### config.mk
export PLATFORM = sky130hd
export DESIGN_NAME = srlt_status_level
export DESIGN_NICKNAME = d
export VERILOG_FILES = /design/src/rtl/srlt_pkg.sv /design/src/rtl/srlt_grp_if.sv /design/src/rtl/srlt_status_group.sv /design/src/rtl/srlt_status_level.sv
export VERILOG_INCLUDE_DIRS = /design/src /design/src/rtl
export SDC_FILE = /design/constraint.sdc
export NUM_CORES = 1
export LEC_CHECK = 0
export BUFFER_PORTS_ARGS = -buffer_cell sky130_fd_sc_hd__buf_4
export CORE_MARGIN = 2
export CORE_UTILIZATION = 50
export DETAILED_ROUTE_END_ITERATION = 16
export GPL_TIMING_DRIVEN = 1
export HOLD_SLACK_MARGIN = 0.12
export PLACE_DENSITY = 0.72
export SETUP_SLACK_MARGIN = 0.02
export SYNTH_ARGS = -nofsm -noshare
export SYNTH_HDL_FRONTEND = slang
export SYNTH_SLANG_ARGS = --single-unit
### constraint.sdc
create_clock -name mclk -period 3.95 [get_ports mclk]
set_input_delay 0.395 -clock mclk [delete_from_list [all_inputs] [get_ports mclk]]
set_output_delay 0.395 -clock mclk [all_outputs]
set_load 0.05 [all_outputs]
### src/rtl/srlt_consts.svh
// constants for the status reporting and level trigger block
`ifndef SRLT_CONSTS_SVH
`define SRLT_CONSTS_SVH
`define SRLT_ADDR_VOLT_IMM 5'h00
`define SRLT_ADDR_VOLT_TRIG 5'h01
`define SRLT_ADDR_VMAX_IMM 5'h02
`define SRLT_ADDR_VMIN_IMM 5'h03
`define SRLT_ADDR_VMAX_TRIG 5'h04
`define SRLT_ADDR_VMIN_TRIG 5'h05
`define SRLT_ADDR_OVTHR 5'h06
`define SRLT_ADDR_AB_COND 5'h07
`define SRLT_ADDR_AB_RISE 5'h08
`define SRLT_ADDR_AB_FALL 5'h09
`define SRLT_ADDR_AB_EVENT 5'h0A
`define SRLT_ADDR_AB_ENAB 5'h0B
`define SRLT_ADDR_OP_COND 5'h0C
`define SRLT_ADDR_OP_RISE 5'h0D
`define SRLT_ADDR_OP_FALL 5'h0E
`define SRLT_ADDR_OP_EVENT 5'h0F
`define SRLT_ADDR_OP_ENAB 5'h10
`define SRLT_ADDR_STB 5'h11
`define SRLT_ADDR_INIT 5'h12
`define SRLT_VMAX_IMM 16'hFFFF
`define SRLT_VMIN_IMM 16'h0000
`define SRLT_VMAX_TRIG 16'hFFFF
`define SRLT_VMIN_TRIG 16'h0000
`define SRLT_BIT_OVTRIP 0
`define SRLT_BIT_OCTRIP 1
`define SRLT_BIT_OVTEMP 4
`define SRLT_BIT_INHIBIT 9
`define SRLT_BIT_UNREG 10
`define SRLT_BIT_WAIT 5
`define SRLT_BIT_CVOLT 8
`define SRLT_BIT_CCURR 10
`define SRLT_STB_ABN 3
`define SRLT_STB_MSGAV 4
`define SRLT_STB_EVSUM 5
`define SRLT_STB_MASTER 6
`define SRLT_STB_OPS 7
`endif

### src/rtl/srlt_pkg.sv
// types for the status reporting and level trigger block
package srlt_pkg;
    typedef logic [15:0] srlt_word_t;
    typedef enum logic [1:0] {
        SRLT_IDLE = 2'b01,
        SRLT_ARMED = 2'b10
    } srlt_trig_e;
    typedef struct packed {
        srlt_word_t immLevel;
        srlt_word_t trigLevel;
        logic trigWritten;
        logic contInit;
        srlt_trig_e trigState;
        srlt_word_t rdData;
        logic rdValid;
    } srlt_top_s;
    typedef struct packed {
        srlt_word_t rise;
        srlt_word_t fall;
        srlt_word_t enab;
        srlt_word_t event_;
        srlt_word_t prevCond;
    } srlt_grp_s;
endpackage

### src/rtl/srlt_grp_if.sv
// register access carrier between the top and a status group
`timescale 1ns/10ps
interface srlt_grp_if;
    logic [15:0] cond;
    logic [1:0] wrSel;
    logic wrEn;
    logic [15:0] wrData;
    logic evRead;
    logic [15:0] rise;
    logic [15:0] fall;
    logic [15:0] enab;
    logic [15:0] event_;
    logic summary;
    modport grp (input cond, input wrSel, input wrEn, input wrData, input evRead,
        output rise, output fall, output enab, output event_, output summary);
    modport top (output cond, output wrSel, output wrEn, output wrData, output evRead,
        input rise, input fall, input enab, input event_, input summary);
endinterface

### src/rtl/srlt_status_group.sv
// one status group: filters, latched events, enable mask, summary
`timescale 1ns/10ps
`include "srlt_consts.svh"
module srlt_status_group (
    input wire logic mclk,
    input wire logic resetn,
    srlt_grp_if.grp bus
);
    srlt_pkg::srlt_grp_s st;
    srlt_pkg::srlt_grp_s next_st;
    logic [15:0] hits;

    always_comb begin
        next_st = st;
        next_st.prevCond = bus.cond;
        hits = (bus.cond & ~st.prevCond & st.rise)
            | (~bus.cond & st.prevCond & st.fall);
        if (bus.wrEn) begin
            unique case (bus.wrSel)
                2'd0: next_st.rise = bus.wrData;
                2'd1: next_st.fall = bus.wrData;
                default: next_st.enab = bus.wrData;
            endcase
        end
        // clear on read, new hits survive
        next_st.event_ = (bus.evRead ? 16'h0000 : st.event_) | hits;
    end

    always_ff @(posedge mclk or negedge resetn) begin
        if (!resetn) begin
            st <= '0;
        end else begin
            st <= next_st;
        end
    end

    assign bus.rise = st.rise;
    assign bus.fall = st.fall;
    assign bus.enab = st.enab;
    assign bus.event_ = st.event_;
    assign bus.summary = |(st.event_ & st.enab);
endmodule

### src/rtl/srlt_status_level.sv
// status reporting and double-buffered voltage setpoint
`timescale 1ns/10ps
`include "srlt_consts.svh"
// Overview of operation
// - unpaired immediate write also loads pending level
// - once pending written, immediate writes leave it
// - trigger copies pending level to immediate
// - fixed max/min limits readable per level
// - overvoltage threshold read-only, from panel input
// - abnormal condition live, writes ignored
// - enabled rising transition sets event bit
// - enabled falling transition sets event bit
// - event latches until read, read clears
// - status bit 3 ORs masked abnormal events
// - operation group same, drives status bit 7
// - operation bits: 5 wait, 8 voltage, 10 current
// - abnormal bits 0,1,4,9,10 mapped as listed
// - status byte bits 3..7 mapped as listed
// - trigger clears wait bit; continuous rearms
module srlt_status_level (
    input wire logic mclk,
    input wire logic resetn,
    input wire logic regWrite,
    input wire logic regRead,
    input wire logic [4:0] regAddr,
    input wire logic [15:0] regWrData,
    output logic [15:0] regRdData,
    output logic regRdValid,
    input wire logic trigger,
    input wire logic initiate,
    input wire logic [15:0] overvoltageThreshold,
    input wire logic overvoltageTrip,
    input wire logic overcurrentTrip,
    input wire logic overtemperature,
    input wire logic remoteInhibitActive,
    input wire logic outputUnregulated,
    input wire logic constantVoltageMode,
    input wire logic constantCurrentMode,
    input wire logic messageAvailable,
    input wire logic standardEventSummary,
    input wire logic masterSummary,
    output logic [15:0] outputLevel,
    output logic [7:0] summaryStatusByte
);
    srlt_pkg::srlt_top_s st;
    srlt_pkg::srlt_top_s next_st;
    srlt_grp_if abGrp ();
    srlt_grp_if opGrp ();
    logic [15:0] abCond;
    logic [15:0] opCond;
    logic waitingForTrigger;
    logic trigTaken;
    logic [15:0] rdMux;

    // maps a register write to a group's filter/enable select
    function automatic logic [2:0] grp_decode(input logic [4:0] a, input logic [4:0] base);
        grp_decode = 3'b000;
        if (a == base) grp_decode = 3'b100;
        else if (a == base + 5'd1) grp_decode = 3'b101;
        else if (a == base + 5'd3) grp_decode = 3'b110;
    endfunction

    always_comb begin
        abCond = 16'h0000;
        abCond[`SRLT_BIT_OVTRIP] = overvoltageTrip;
        abCond[`SRLT_BIT_OCTRIP] = overcurrentTrip;
        abCond[`SRLT_BIT_OVTEMP] = overtemperature;
        abCond[`SRLT_BIT_INHIBIT] = remoteInhibitActive;
        abCond[`SRLT_BIT_UNREG] = outputUnregulated;
        opCond = 16'h0000;
        opCond[`SRLT_BIT_WAIT] = waitingForTrigger;
        opCond[`SRLT_BIT_CVOLT] = constantVoltageMode;
        opCond[`SRLT_BIT_CCURR] = constantCurrentMode;
    end

    assign waitingForTrigger = (st.trigState == srlt_pkg::SRLT_ARMED);
    assign trigTaken = trigger && waitingForTrigger;

    always_comb begin
        logic [2:0] abSel;
        logic [2:0] opSel;
        abSel = grp_decode(regAddr, `SRLT_ADDR_AB_RISE);
        opSel = grp_decode(regAddr, `SRLT_ADDR_OP_RISE);
        abGrp.cond = abCond;
        abGrp.wrEn = regWrite && abSel[2];
        abGrp.wrSel = abSel[1:0];
        abGrp.wrData = regWrData;
        abGrp.evRead = regRead && (regAddr == `SRLT_ADDR_AB_EVENT);
        opGrp.cond = opCond;
        opGrp.wrEn = regWrite && opSel[2];
        opGrp.wrSel = opSel[1:0];
        opGrp.wrData = regWrData;
        opGrp.evRead = regRead && (regAddr == `SRLT_ADDR_OP_EVENT);
    end

    srlt_status_group uAbnormal (
        .mclk(mclk),
        .resetn(resetn),
        .bus(abGrp)
    );
    srlt_status_group uOperation (
        .mclk(mclk),
        .resetn(resetn),
        .bus(opGrp)
    );

    always_comb begin
        summaryStatusByte = 8'h00;
        summaryStatusByte[`SRLT_STB_ABN] = abGrp.summary;
        summaryStatusByte[`SRLT_STB_MSGAV] = messageAvailable;
        summaryStatusByte[`SRLT_STB_EVSUM] = standardEventSummary;
        summaryStatusByte[`SRLT_STB_MASTER] = masterSummary;
        summaryStatusByte[`SRLT_STB_OPS] = opGrp.summary;
    end

    always_comb begin
        unique case (regAddr)
            `SRLT_ADDR_VOLT_IMM: rdMux = st.immLevel;
            `SRLT_ADDR_VOLT_TRIG: rdMux = st.trigLevel;
            `SRLT_ADDR_VMAX_IMM: rdMux = `SRLT_VMAX_IMM;
            `SRLT_ADDR_VMIN_IMM: rdMux = `SRLT_VMIN_IMM;
            `SRLT_ADDR_VMAX_TRIG: rdMux = `SRLT_VMAX_TRIG;
            `SRLT_ADDR_VMIN_TRIG: rdMux = `SRLT_VMIN_TRIG;
            `SRLT_ADDR_OVTHR: rdMux = overvoltageThreshold;
            `SRLT_ADDR_AB_COND: rdMux = abCond;
            `SRLT_ADDR_AB_RISE: rdMux = abGrp.rise;
            `SRLT_ADDR_AB_FALL: rdMux = abGrp.fall;
            `SRLT_ADDR_AB_EVENT: rdMux = abGrp.event_;
            `SRLT_ADDR_AB_ENAB: rdMux = abGrp.enab;
            `SRLT_ADDR_OP_COND: rdMux = opCond;
            `SRLT_ADDR_OP_RISE: rdMux = opGrp.rise;
            `SRLT_ADDR_OP_FALL: rdMux = opGrp.fall;
            `SRLT_ADDR_OP_EVENT: rdMux = opGrp.event_;
            `SRLT_ADDR_OP_ENAB: rdMux = opGrp.enab;
            `SRLT_ADDR_STB: rdMux = {8'h00, summaryStatusByte};
            `SRLT_ADDR_INIT: rdMux = {15'h0000, st.contInit};
            default: rdMux = 16'h0000;
        endcase
    end

    always_comb begin
        next_st = st;
        next_st.rdValid = regRead;
        if (regRead) begin
            next_st.rdData = rdMux;
        end
        if (regWrite) begin
            unique case (regAddr)
                `SRLT_ADDR_VOLT_IMM: begin
                    next_st.immLevel = regWrData;
                    if (!st.trigWritten) begin
                        next_st.trigLevel = regWrData;
                    end
                end
                `SRLT_ADDR_VOLT_TRIG: begin
                    next_st.trigLevel = regWrData;
                    next_st.trigWritten = 1'b1;
                end
                `SRLT_ADDR_INIT: next_st.contInit = regWrData[0];
                default: ;
            endcase
        end
        unique case (st.trigState)
            srlt_pkg::SRLT_IDLE: begin
                if (initiate || st.contInit) begin
                    next_st.trigState = srlt_pkg::SRLT_ARMED;
                end
            end
            srlt_pkg::SRLT_ARMED: begin
                if (trigTaken) begin
                    next_st.immLevel = st.trigLevel;
                    next_st.trigState = srlt_pkg::SRLT_IDLE;
                end
            end
            default: next_st.trigState = srlt_pkg::SRLT_IDLE;
        endcase
    end

    always_ff @(posedge mclk or negedge resetn) begin
        if (!resetn) begin
            st <= '{immLevel: 16'h0000, trigLevel: 16'h0000, trigWritten: 1'b0,
                contInit: 1'b0, trigState: srlt_pkg::SRLT_IDLE,
                rdData: 16'h0000, rdValid: 1'b0};
        end else begin
            st <= next_st;
        end
    end

    assign outputLevel = st.immLevel;
    assign regRdData = st.rdData;
    assign regRdValid = st.rdValid;
endmodule

### Word level (Yosys, flattened, before mapping)

Index checks and enable logic that the tools add are counted.

| word-level totals | value |
|---|---|
| bits in latches | 0 |
| ROM bits | 0 |
| input port bits | 53 |
| register bits after elaboration | 189 |
| output and inout port bits | 41 |
| memory bits (writable) | 0 |
| memories | 0 |

| operators by class | value |
|---|---|
| shift-type cells | 0 |
| add/sub/neg operators | 0 |
| reduce and logical (&&, ||, !) cells | 25 |
| divide/modulo/power cells | 0 |
| multiplexer cells | 20 |
| $lt $le $gt $ge | 0 |
| bitwise gates (word level) | 20 |
| multiply operators | 0 |
| equality and inequality tests | 23 |

Operator list:

| operator | count |
|---|---|
| 16-bit one-hot mux with 16 select lines | 1 |
| 16-bit AND | 6 |
| 16-bit two-way mux | 6 |
| 11-bit inverter with 16-bit output | 4 |
| 16-bit OR | 4 |
| 5-bit by 4-bit equality test with 1-bit output (second input constant) | 8 |
| 34-bit two-way mux | 1 |
| 11-bit by 16-bit AND with 16-bit output | 2 |
| 16-bit by 11-bit AND with 16-bit output | 2 |
| 16-bit one-hot mux with 2 select lines | 1 |
| 16-bit OR reduction | 2 |
| 3-bit two-way mux | 6 |
| 2-bit AND reduction | 9 |
| 5-bit by 3-bit equality test with 1-bit output (second input constant) | 3 |
| 5-bit equality test (second input constant) | 3 |
| 2-bit by 1-bit equality test with 1-bit output (second input constant) | 3 |
| 2-bit OR reduction | 3 |
| 5-bit by 1-bit equality test with 1-bit output (second input constant) | 1 |
| 5-bit by 2-bit equality test with 1-bit output (second input constant) | 1 |
| 1-bit logical AND | 5 |
| 5-bit logical NOT | 1 |
| 2-bit logical NOT | 2 |
| 2-bit two-way mux | 2 |
| 2-bit inequality test (second input constant) | 2 |
| other kinds (8) | 10 |

### Longest topological paths before layout

Gate-level depths: netlist of the first run.

| depth | value |
|---|---|
| depth in word-level cells | 8 |
| gate-level depth with buffers | 9 |
| depth with buffers taken out | 5 |

### By module

Synthesis of the first run repeated with hierarchy kept, for this count alone.

| unflattened totals | value |
|---|---|
| cell total of the unflattened synthesis | 1005 |
| area, all modules | 11265.8 µm² |

Modules (own cells, without submodules):

| module | instances | cells each | sequential area each (µm²) | area an instance (µm²) |
|---|---|---|---|---|
| srlt_status_group | 2 | 273 | 2001.9 | 3564.7 |
| srlt_status_level | 1 | 459 | 1327.5 | 4136.5 |

### Worst setup path before layout of the first run

No wires, ideal clock.

| timing | value |
|---|---|
| path type | input -> register |
| start point | in regAddr[2] |
| end point | reg uAbnormal.st (netlist bit uAbnormal.bus.enab[10]) |
| stages | 8 |
| buffers on the path | 4 |
| path slack | 2.099 ns |
| required time | 3.825 ns |
| data arrival time | 1.726 ns |
| setup time | 0.125 ns |
| path through | buf_4 nand2b_1 buf_2 nor2_2 and2_1 buf_4 buf_6 mux2_2 |

| on the way | value |
|---|---|
| cells in the longest elaborated chain, start to end | 8 |

RTL lines:

| element | RTL line | source |
|---|---|---|
| from (decl) | srlt_status_level.sv:25 | `input wire logic [4:0] regAddr,` |
| 5-bit by 4-bit equality test with 1-bit output | srlt_status_level.sv:60 | `else if (a == base + 5'd3) grp_decode = 3'b110;` |
| 3-bit two-way mux | srlt_status_level.sv:60 |  |
| 3-bit two-way mux | srlt_status_level.sv:59 | `else if (a == base + 5'd1) grp_decode = 3'b101;` |
| 3-bit two-way mux (*) | srlt_status_level.sv:58 | `if (a == base) grp_decode = 3'b100;` |
| 2-bit by 1-bit equality test with 1-bit output / 2-bit logical NOT (equally long branches) | srlt_status_group.sv:19 | `unique case (bus.wrSel)` |
| 2-bit OR reduction (no line) | - |  |
| 1-bit inverter (no line) | - |  |
| 2-bit AND reduction (no line) (*) | - |  |
| to (signal assigned) | srlt_status_group.sv:33 | `st <= next_st;` |
| to (decl) | srlt_status_group.sv:9 | `srlt_pkg::srlt_grp_s st;` |

Every way passes the cells marked *; elsewhere a longest branch is shown, timed or not.
A chain may end at the register's enable or synchronous reset.

### Final worst setup path of the first run

| timing | value |
|---|---|
| start point | in regAddr[3] |
| end point | reg uAbnormal.st (netlist bit uAbnormal.bus.enab[4]) |

The elaborated chain is that of the path after synthesis.

==> results of run 1 <==
cell families (layout without fill, tap and decap cells):
| logic type | Yosys count | count (layout) | share of synthesized area (%) |
|---|---|---|---|
| xor+xnor | 1 | 1 | 0.105 |
| other cells | 1 | 3 | 0.0448 |
| flops | 165 | 165 | 49.3 |
| buf+inv | 91 | 146 | 7.23 |
| simple gates | 152 | 152 | 10.2 |
| compound gates | 151 | 151 | 12.9 |
| mux | 155 | 155 | 20.3 |
cell type report:
cell class | instances | area (um2) | area share (%)
clock buffers | 19 | 443 | 4.66
clock inverters | 10 | 134 | 1.41
inverters | 11 | 41.3 | 0.434
multi-input cells | 462 | 3650 | 38.4
flip-flops and latches | 165 | 4130 | 43.5
well taps | 220 | 275 | 2.90
repair buffers | 106 | 830 | 8.73
through the flow:
step / std cells / util (%) / power [mW] / cell area (um2) / hold WS [ps]
floorplan: 718 / - / 3.33 / 8390 / 99.4
global placement: 957 / 53.8 / 3.61 / 8860 / 437
detailed placement: 957 / 53.8 / 3.66 / 8860 / 461
CTS: 993 / 57.7 / 5.33 / 9500 / 181
global route: 993 / 57.7 / 5.54 / 9500 / 185
finish: 993 / 57.7 / 5.31 / 9500 / 137
layout by cell type, fill, tap and decap left out, drive strengths merged, types with 5 or more instances in the layout:
cell / netlist / layout
buf: 72 / 99
and2: 5 / 5
mux2: 117 / 117
nor3: 14 / 14
nor2: 38 / 38
dlygate4sd3: 0 / 7
a22oi: 18 / 18
a21oi: 34 / 34
nand3: 12 / 12
mux2i: 38 / 38
o211ai: 8 / 8
nand2: 41 / 41
nand3b: 9 / 9
clkinv: 0 / 5
a22o: 11 / 11
a31oi: 10 / 10
clkbuf: 8 / 19
dfrtp: 164 / 164
a221oi: 10 / 10
nor2b: 7 / 7
nand2b: 7 / 7
inv: 11 / 11
o2bb2ai: 5 / 5
o21ai: 18 / 18
cells in the mapped netlist (10+ instances only):
master	count
a22o_1	11
a22oi_1	18
buf_4	50
nand2_1	37
mux2_2	116
inv_1	11
nand3_1	11
nor2_1	33
o21ai_0	18
a221oi_1	10
a21oi_1	34
a31oi_1	10
buf_2	13
mux2i_1	38
nor3_1	11
dfrtp_1	164
how the worst max path moves through the flow:
stage                                    endpoint  slack (ps)  cells past startpoint
2_1_floorplan  uAbnormal.bus.enab[10]$_DFFE_PN0P_        2100                      8
3_3_place_gp    uAbnormal.bus.fall[2]$_DFFE_PN0P_        1130                      5
3_5_place_dp    uAbnormal.bus.enab[4]$_DFFE_PN0P_        1070                      5
4_1_cts         uAbnormal.bus.enab[4]$_DFFE_PN0P_        1490                      5
5_1_grt         uAbnormal.bus.enab[2]$_DFFE_PN0P_        1370                      5
6_report        uAbnormal.bus.enab[4]$_DFFE_PN0P_        1450                      5
timing repair:
item / 4_1_cts / 5_1_grt
gates resized for setup: 0 / 0
hold buffers: 7 / 0
endpoints found under the hold margin: 7 / 0
metal layers:
| layer | track usage, % | vias up | routed length [um] |
|---|---|---|---|
| met3 | 7.80 | 80 | 2290 |
| met5 | 0 | - | 0 |
| met1 | 37.8 | 3194 | 9880 |
| met4 | 13.8 | 0 | 947 |
| met2 | 41.9 | 333 | 11000 |
| li1 | - | 2692 | - |
power by group through the flow:
stage | Sequential (mW) | Clock, mW | Combinational (mW)
after floorplan | 2.24 | 0 | 1.09
after global placement | 2.33 | 0 | 1.28
after detailed placement | 2.35 | 0 | 1.32
after CTS | 2.32 | 1.68 | 1.33
after global routing | 2.37 | 1.75 | 1.42
final | 2.33 | 1.66 | 1.32
worst reg2reg max path: cells and delay by family, from the launching register on:
| kind | cells | cell delay [ps] |
|---|---|---|
| simple gates | 3 | 750 |
| buf+inv | 2 | 470 |
| flops | 1 | 520 |
| compound gates | 1 | 130 |
==> results.py, run 1 <==
metrics = {
    "cts": {
        "cts_made_buffers": 17,
        "clk_latency_ps": 440,
        "cts_root_buffer": "clkbuf_16",
        "cts_buffer_depth": 2,
        "clkTransAtPathRegs_ps": 60,
        "cts_tree": "yes",
        "cts_setup_buffers": 0,
        "clkSinkCount": 165,
        "h-tree-depth": 4,
    },
    "timing": {
        "fin_crit_ps": 2500,
        "worst-slew-pin-transition_ps": 1110,
        "fin_setup_tns_ps": 0,
        "clock_skew_ps": 6.50,
        "fin_crit_sh_pct": 63.3,
        "setup_viol": 0,
        "max_freq_mhz": 400,
        "maxSlewHeadroom_pct": 25.5,
        "slew_viol_final": 0,
        "hold_viol_final": 0,
        "fin_ws_ps": 1450,
        "rsz0062_at_grt": "false",
    },
    "route": {
        "ant_nets": 0,
        "drt-wirelength-per-cell_um": 24.3,
        "drc_errors": 0,
        "drt-initial-drc-count": 608,
        "route.vias.total": 6299,
        "viasPerCell": 6.34,
        "drt-total-wl_mm": 24.1,
        "detail_route.first_pass.iterations": 5,
    },
    "floorplanning": {
        "start_util_pct": 50.9,
        "dieArea_um2": 17800,
        "die_h_um": 133,
        "num_rows": 47,
        "ioPinCount": 94,
        "coreArea_um2": 16500,
        "die_w_um": 133,
    },
    "synthesis": {
        "ys_types": 70,
        "synth_top_cell_by_area": "dfrtp_1",
        "synth_top_area_share_pct": 49.0,
        "ys_warn_count": 0,
        "synthCells": 716,
        "synth_area_leaders": "dfrtp_1, mux2_2, mux2i_1",
        "synth-seq-cells": 165,
        "seq_area_frac_synth_pct": 49.3,
        "synthArstFlopShare_pct": 100,
        "syn_area_um2": 8380,
        "synth_flop_cell": "dfrtp_1",
        "synth_edf_count": 0,
        "syn_avg_cell_area_um2": 11.7,
    },
    "setup_path": {
        "critPathKind": "input port to flip-flop",
        "r2r_end": "outputLevel[10]$_DFF_PN0_",
        "critPathCaptureType": "flip-flop",
        "path_cells": "buf_4 > nand3b_1 > nor2_2 > and2_1 > mux2_2",
        "worstPathRequired_ps": 4270,
        "cp-start-kind": "input port",
        "path_delay_family": "simple AND/OR/NAND/NOR gates",
        "path_max_fanout": 50,
        "cp-startpoint": "regAddr[3]",
        "r2r-start": "st[17]$_DFFE_PN1P_",
        "cp.arrival_ps": 2820,
        "slowest_stage": "and2_1",
        "timing.critical_path.buf_inv": 1,
        "ff2ff_path_depth": 6,
        "r2r_slack_ps": 1990,
        "critPathMaxStageDelay_ps": 750,
    },
    "power": {
        "powerDensity_nw_per_um2": 559,
        "p_leak_nw": 4.39,
        "combPwrFrac_pct": 24.9,
        "clock_power_share_pct": 31.3,
        "intPower_mw": 3.57,
        "p_sw_mw": 1.75,
        "irDropWorstVdd_mv": 0.375,
        "seq_power_share_pct": 43.8,
        "swShare_pct": 32.9,
    },
    "layout": {
        "antenna_cells": 0,
        "area_growth_syn_to_layout_pct": 13.4,
        "fill_cells": 1372,
        "drive_gt1_share_pct": 34.0,
        "max_flop_register": "st",
        "largest_reg_flops": 20,
        "nets": 816,
    },
    "placed_design": {
        "place_congestion": 0.945,
        "dp_hpwl_mm": 16.2,
        "port_buffers": 90,
        "pre_cts_ws_ps": 1070,
    },
    "global_routing": {
        "grt_antenna_before_repair": 0,
        "grt_pass1_wl_mm": 37.4,
        "overflow": 0,
        "grt_usage_pct": 28.0,
        "grt_max_degree": 116,
        "first_global_vias": 6498,
    },
    "flow_run": {
        "cap_violations": 0,
    },
    "min_path": {
        "hold_path_class": "input port to async pin",
    },
    "run_status": {
        "status": "complete, no violations",
    },
}
No activity file was read; power rests on OpenSTA's default activity.
==> run 2: changes to the inputs <==
==> constraint.sdc (replaced) <==
create_clock -name mclk -period 2.41 [get_ports mclk]
set_input_delay 0.241 -clock mclk [delete_from_list [all_inputs] [get_ports mclk]]
set_output_delay 0.241 -clock mclk [all_outputs]
set_load 0.05 [all_outputs]
==> run 2 against run 1 <==
Routed wire length up 6.1%. Non-clock buffer count up 41. Die area unchanged. Critical path depth decreased by 2. Setup slack got worse by 1100 ps. Critical path type is now flip-flop to primary output. Flip-flop and latch count is the same. Cell count up 4.4%. Count of clock-buffer cells in the layout fell by 2. Sequential share of layout area shrank 1.7 points. Combinational power rose by 70%. Worst hold slack better by 7.2 ps. First-iteration DRC count up 17%.
==> results.py, run 2 (synthesis results as in run 1) <==
metrics = {
    "timing": {
        "slew_viol_final": 0,
        "fin_crit_ps": 2040,
        "clock_skew_ps": 8.79,
        "fin_crit_sh_pct": 84.8,
        "rsz0062_at_grt": "false",
        "setup_viol": 0,
        "hold_viol_final": 0,
        "fin_setup_tns_ps": 0,
        "worst-slew-pin-transition_ps": 1100,
        "maxSlewHeadroom_pct": 26.2,
        "max_freq_mhz": 489,
    },
    "route": {
        "wl_met1_mm": 10.5,
        "drt-wirelength-per-cell_um": 24.7,
        "dr_wl_met2_mm": 12.0,
        "ant_nets": 0,
        "wl_met3_mm": 2.26,
        "drc_errors": 0,
        "drt-initial-drc-count": 709,
        "dr.max_layer_used": "met4",
        "drt-total-wl_mm": 25.6,
        "viasPerCell": 6.21,
        "route.vias.total": 6444,
        "detail_route.first_pass.iterations": 6,
    },
    "floorplanning": {
        "dieArea_um2": 17800,
        "coreArea_um2": 16500,
        "start_util_pct": 50.9,
        "die_w_um": 133,
        "ioPinCount": 94,
        "die_h_um": 133,
        "num_rows": 47,
    },
    "setup_path": {
        "r2r-start": "outputLevel[2]$_DFF_PN0_",
        "path_cells": "a222oi_1 > nand2_1 > buf_4",
        "critPathMaxStageDelay_ps": 480,
        "timing.critical_path.buf_inv": 1,
        "cp-start-kind": "flip-flop",
        "ff2ff_path_depth": 5,
        "r2r_slack_ps": 790,
        "critPathCaptureType": "primary output",
        "cp-startpoint": "uAbnormal.bus.enab[0]$_DFFE_PN0P_",
        "r2r_end": "regRdData[2]$_DFFE_PN0P_",
        "path_max_fanout": 3,
        "critPathKind": "flip-flop to primary output",
        "slowest_stage": "a222oi_1",
        "worstPathRequired_ps": 2170,
        "path_delay_family": "compound AO/OA/AOI/OAI gates",
        "cp.arrival_ps": 1800,
    },
    "cts": {
        "cts_tree": "yes",
        "cts_buffer_depth": 2,
        "cts_resized": 0,
        "cts_root_buffer": "clkbuf_16",
        "clkSinkCount": 165,
        "cts_made_buffers": 17,
        "clk_latency_ps": 440,
        "h-tree-depth": 4,
        "clkTransAtPathRegs_ps": 70,
    },
    "layout": {
        "utilization_pct": 60.1,
        "area_growth_syn_to_layout_pct": 18.0,
        "fill_cells": 1332,
        "layout_common_cells": "dfrtp_1, buf_4, mux2_2",
        "stdcell_count": 1037,
        "nets": 857,
        "antenna_cells": 0,
        "drive_gt1_share_pct": 35.3,
        "final_common_cell": "dfrtp_1",
        "largest_reg_flops": 20,
        "max_flop_register": "st",
    },
    "flow_run": {
        "cap_violations": 0,
    },
    "global_routing": {
        "first_global_vias": 6602,
        "grt_pass1_wl_mm": 38.8,
        "overflow": 0,
        "grt_antenna_before_repair": 0,
        "grt_usage_pct": 29.3,
        "grt_max_degree": 65,
    },
    "min_path": {
        "holdPathEnd": "st[18]$_DFFE_PN0P_",
        "whs_path_depth": 4,
        "hold_path_class": "input port to flip-flop",
        "worstHoldStart": "initiate",
    },
    "power": {
        "swShare_pct": 34.2,
        "combPwrFrac_pct": 25.5,
        "intPower_mw": 5.81,
        "seq_power_share_pct": 43.4,
        "power_mw": 8.83,
        "p_leak_nw": 4.58,
        "irDropWorstVdd_mv": 0.555,
        "powerDensity_nw_per_um2": 892,
        "p_sw_mw": 3.01,
        "clock_power_share_pct": 31.1,
    },
    "placed_design": {
        "dp_hpwl_mm": 17.6,
        "placed_cells": 978,
        "place_congestion": 0.952,
        "port_buffers": 90,
    },
    "run_status": {
        "status": "complete, no violations",
    },
}
[run 2: power by group through the flow]
stage	sequential [mW]	clock [mW]	combinational, mW
after CTS	3.82	2.77	2.25
after floorplan	3.67	0	1.79
final	3.83	2.75	2.25
after detailed placement	3.86	0	2.19
after global placement	3.82	0	2.13
after global routing	3.88	2.86	2.38
[run 2: area by class of cell]
type                            count  area [um2]  share of cell area [%]
Timing Repair Buffer              147        1200                    12.1
Multi-Input combinational cell    462        3650                    36.9
Clock buffer                       17         425                    4.30
Clock inverter                     15         165                    1.67
Inverter                           11        41.3                   0.418
Tap cell                          220         275                    2.78
Sequential cell                   165        4130                    41.8
[run 2: per-stage QoR]
stage,hold slack [ps],area [um2],setup WS (ps)
after detailed placement,270,9030,196
after global routing,176,9890,361
after floorplan,-54.6,8390,713
after CTS,139,9890,401
after global placement,258,9030,224
final,144,9890,366
[run 2: how the worst max path moves through the flow]
stage / to / slack [ps] / cells past startpoint
after floorplan: uAbnormal.bus.enab[10]$_DFFE_PN0P_ / 710 / 8
after global placement: uAbnormal.bus.fall[12]$_DFFE_PN0P_ / 220 / 7
after detailed placement: uAbnormal.bus.fall[3]$_DFFE_PN0P_ / 200 / 7
after CTS: summaryStatusByte[3] / 400 / 3
after global routing: summaryStatusByte[3] / 360 / 3
final: summaryStatusByte[3] / 370 / 3
[run 2: metal layers]
| metal | up-vias | track usage [%] |
|---|---|---|
| met4 | 0 | 11.9 |
| met1 | 3221 | 39.6 |
| met5 | - | 0 |
| met2 | 362 | 45.7 |
| met3 | 74 | 6.93 |
| li1 | 2787 | - |
[run 2: what timing repair did]
action                                 4_1_cts  5_1_grt
setup buffers                                0        0
endpoints found under the hold margin      171        0
hold buffers                                27        0
[run 2: worst register-to-register path, stage by stage (launching register included)]
cell and delay, ps:
dfrtp_1 400, mux2_2 270, a22oi_1 180, o21ai_0 110, nor4_1 430, o2bb2ai_1 110
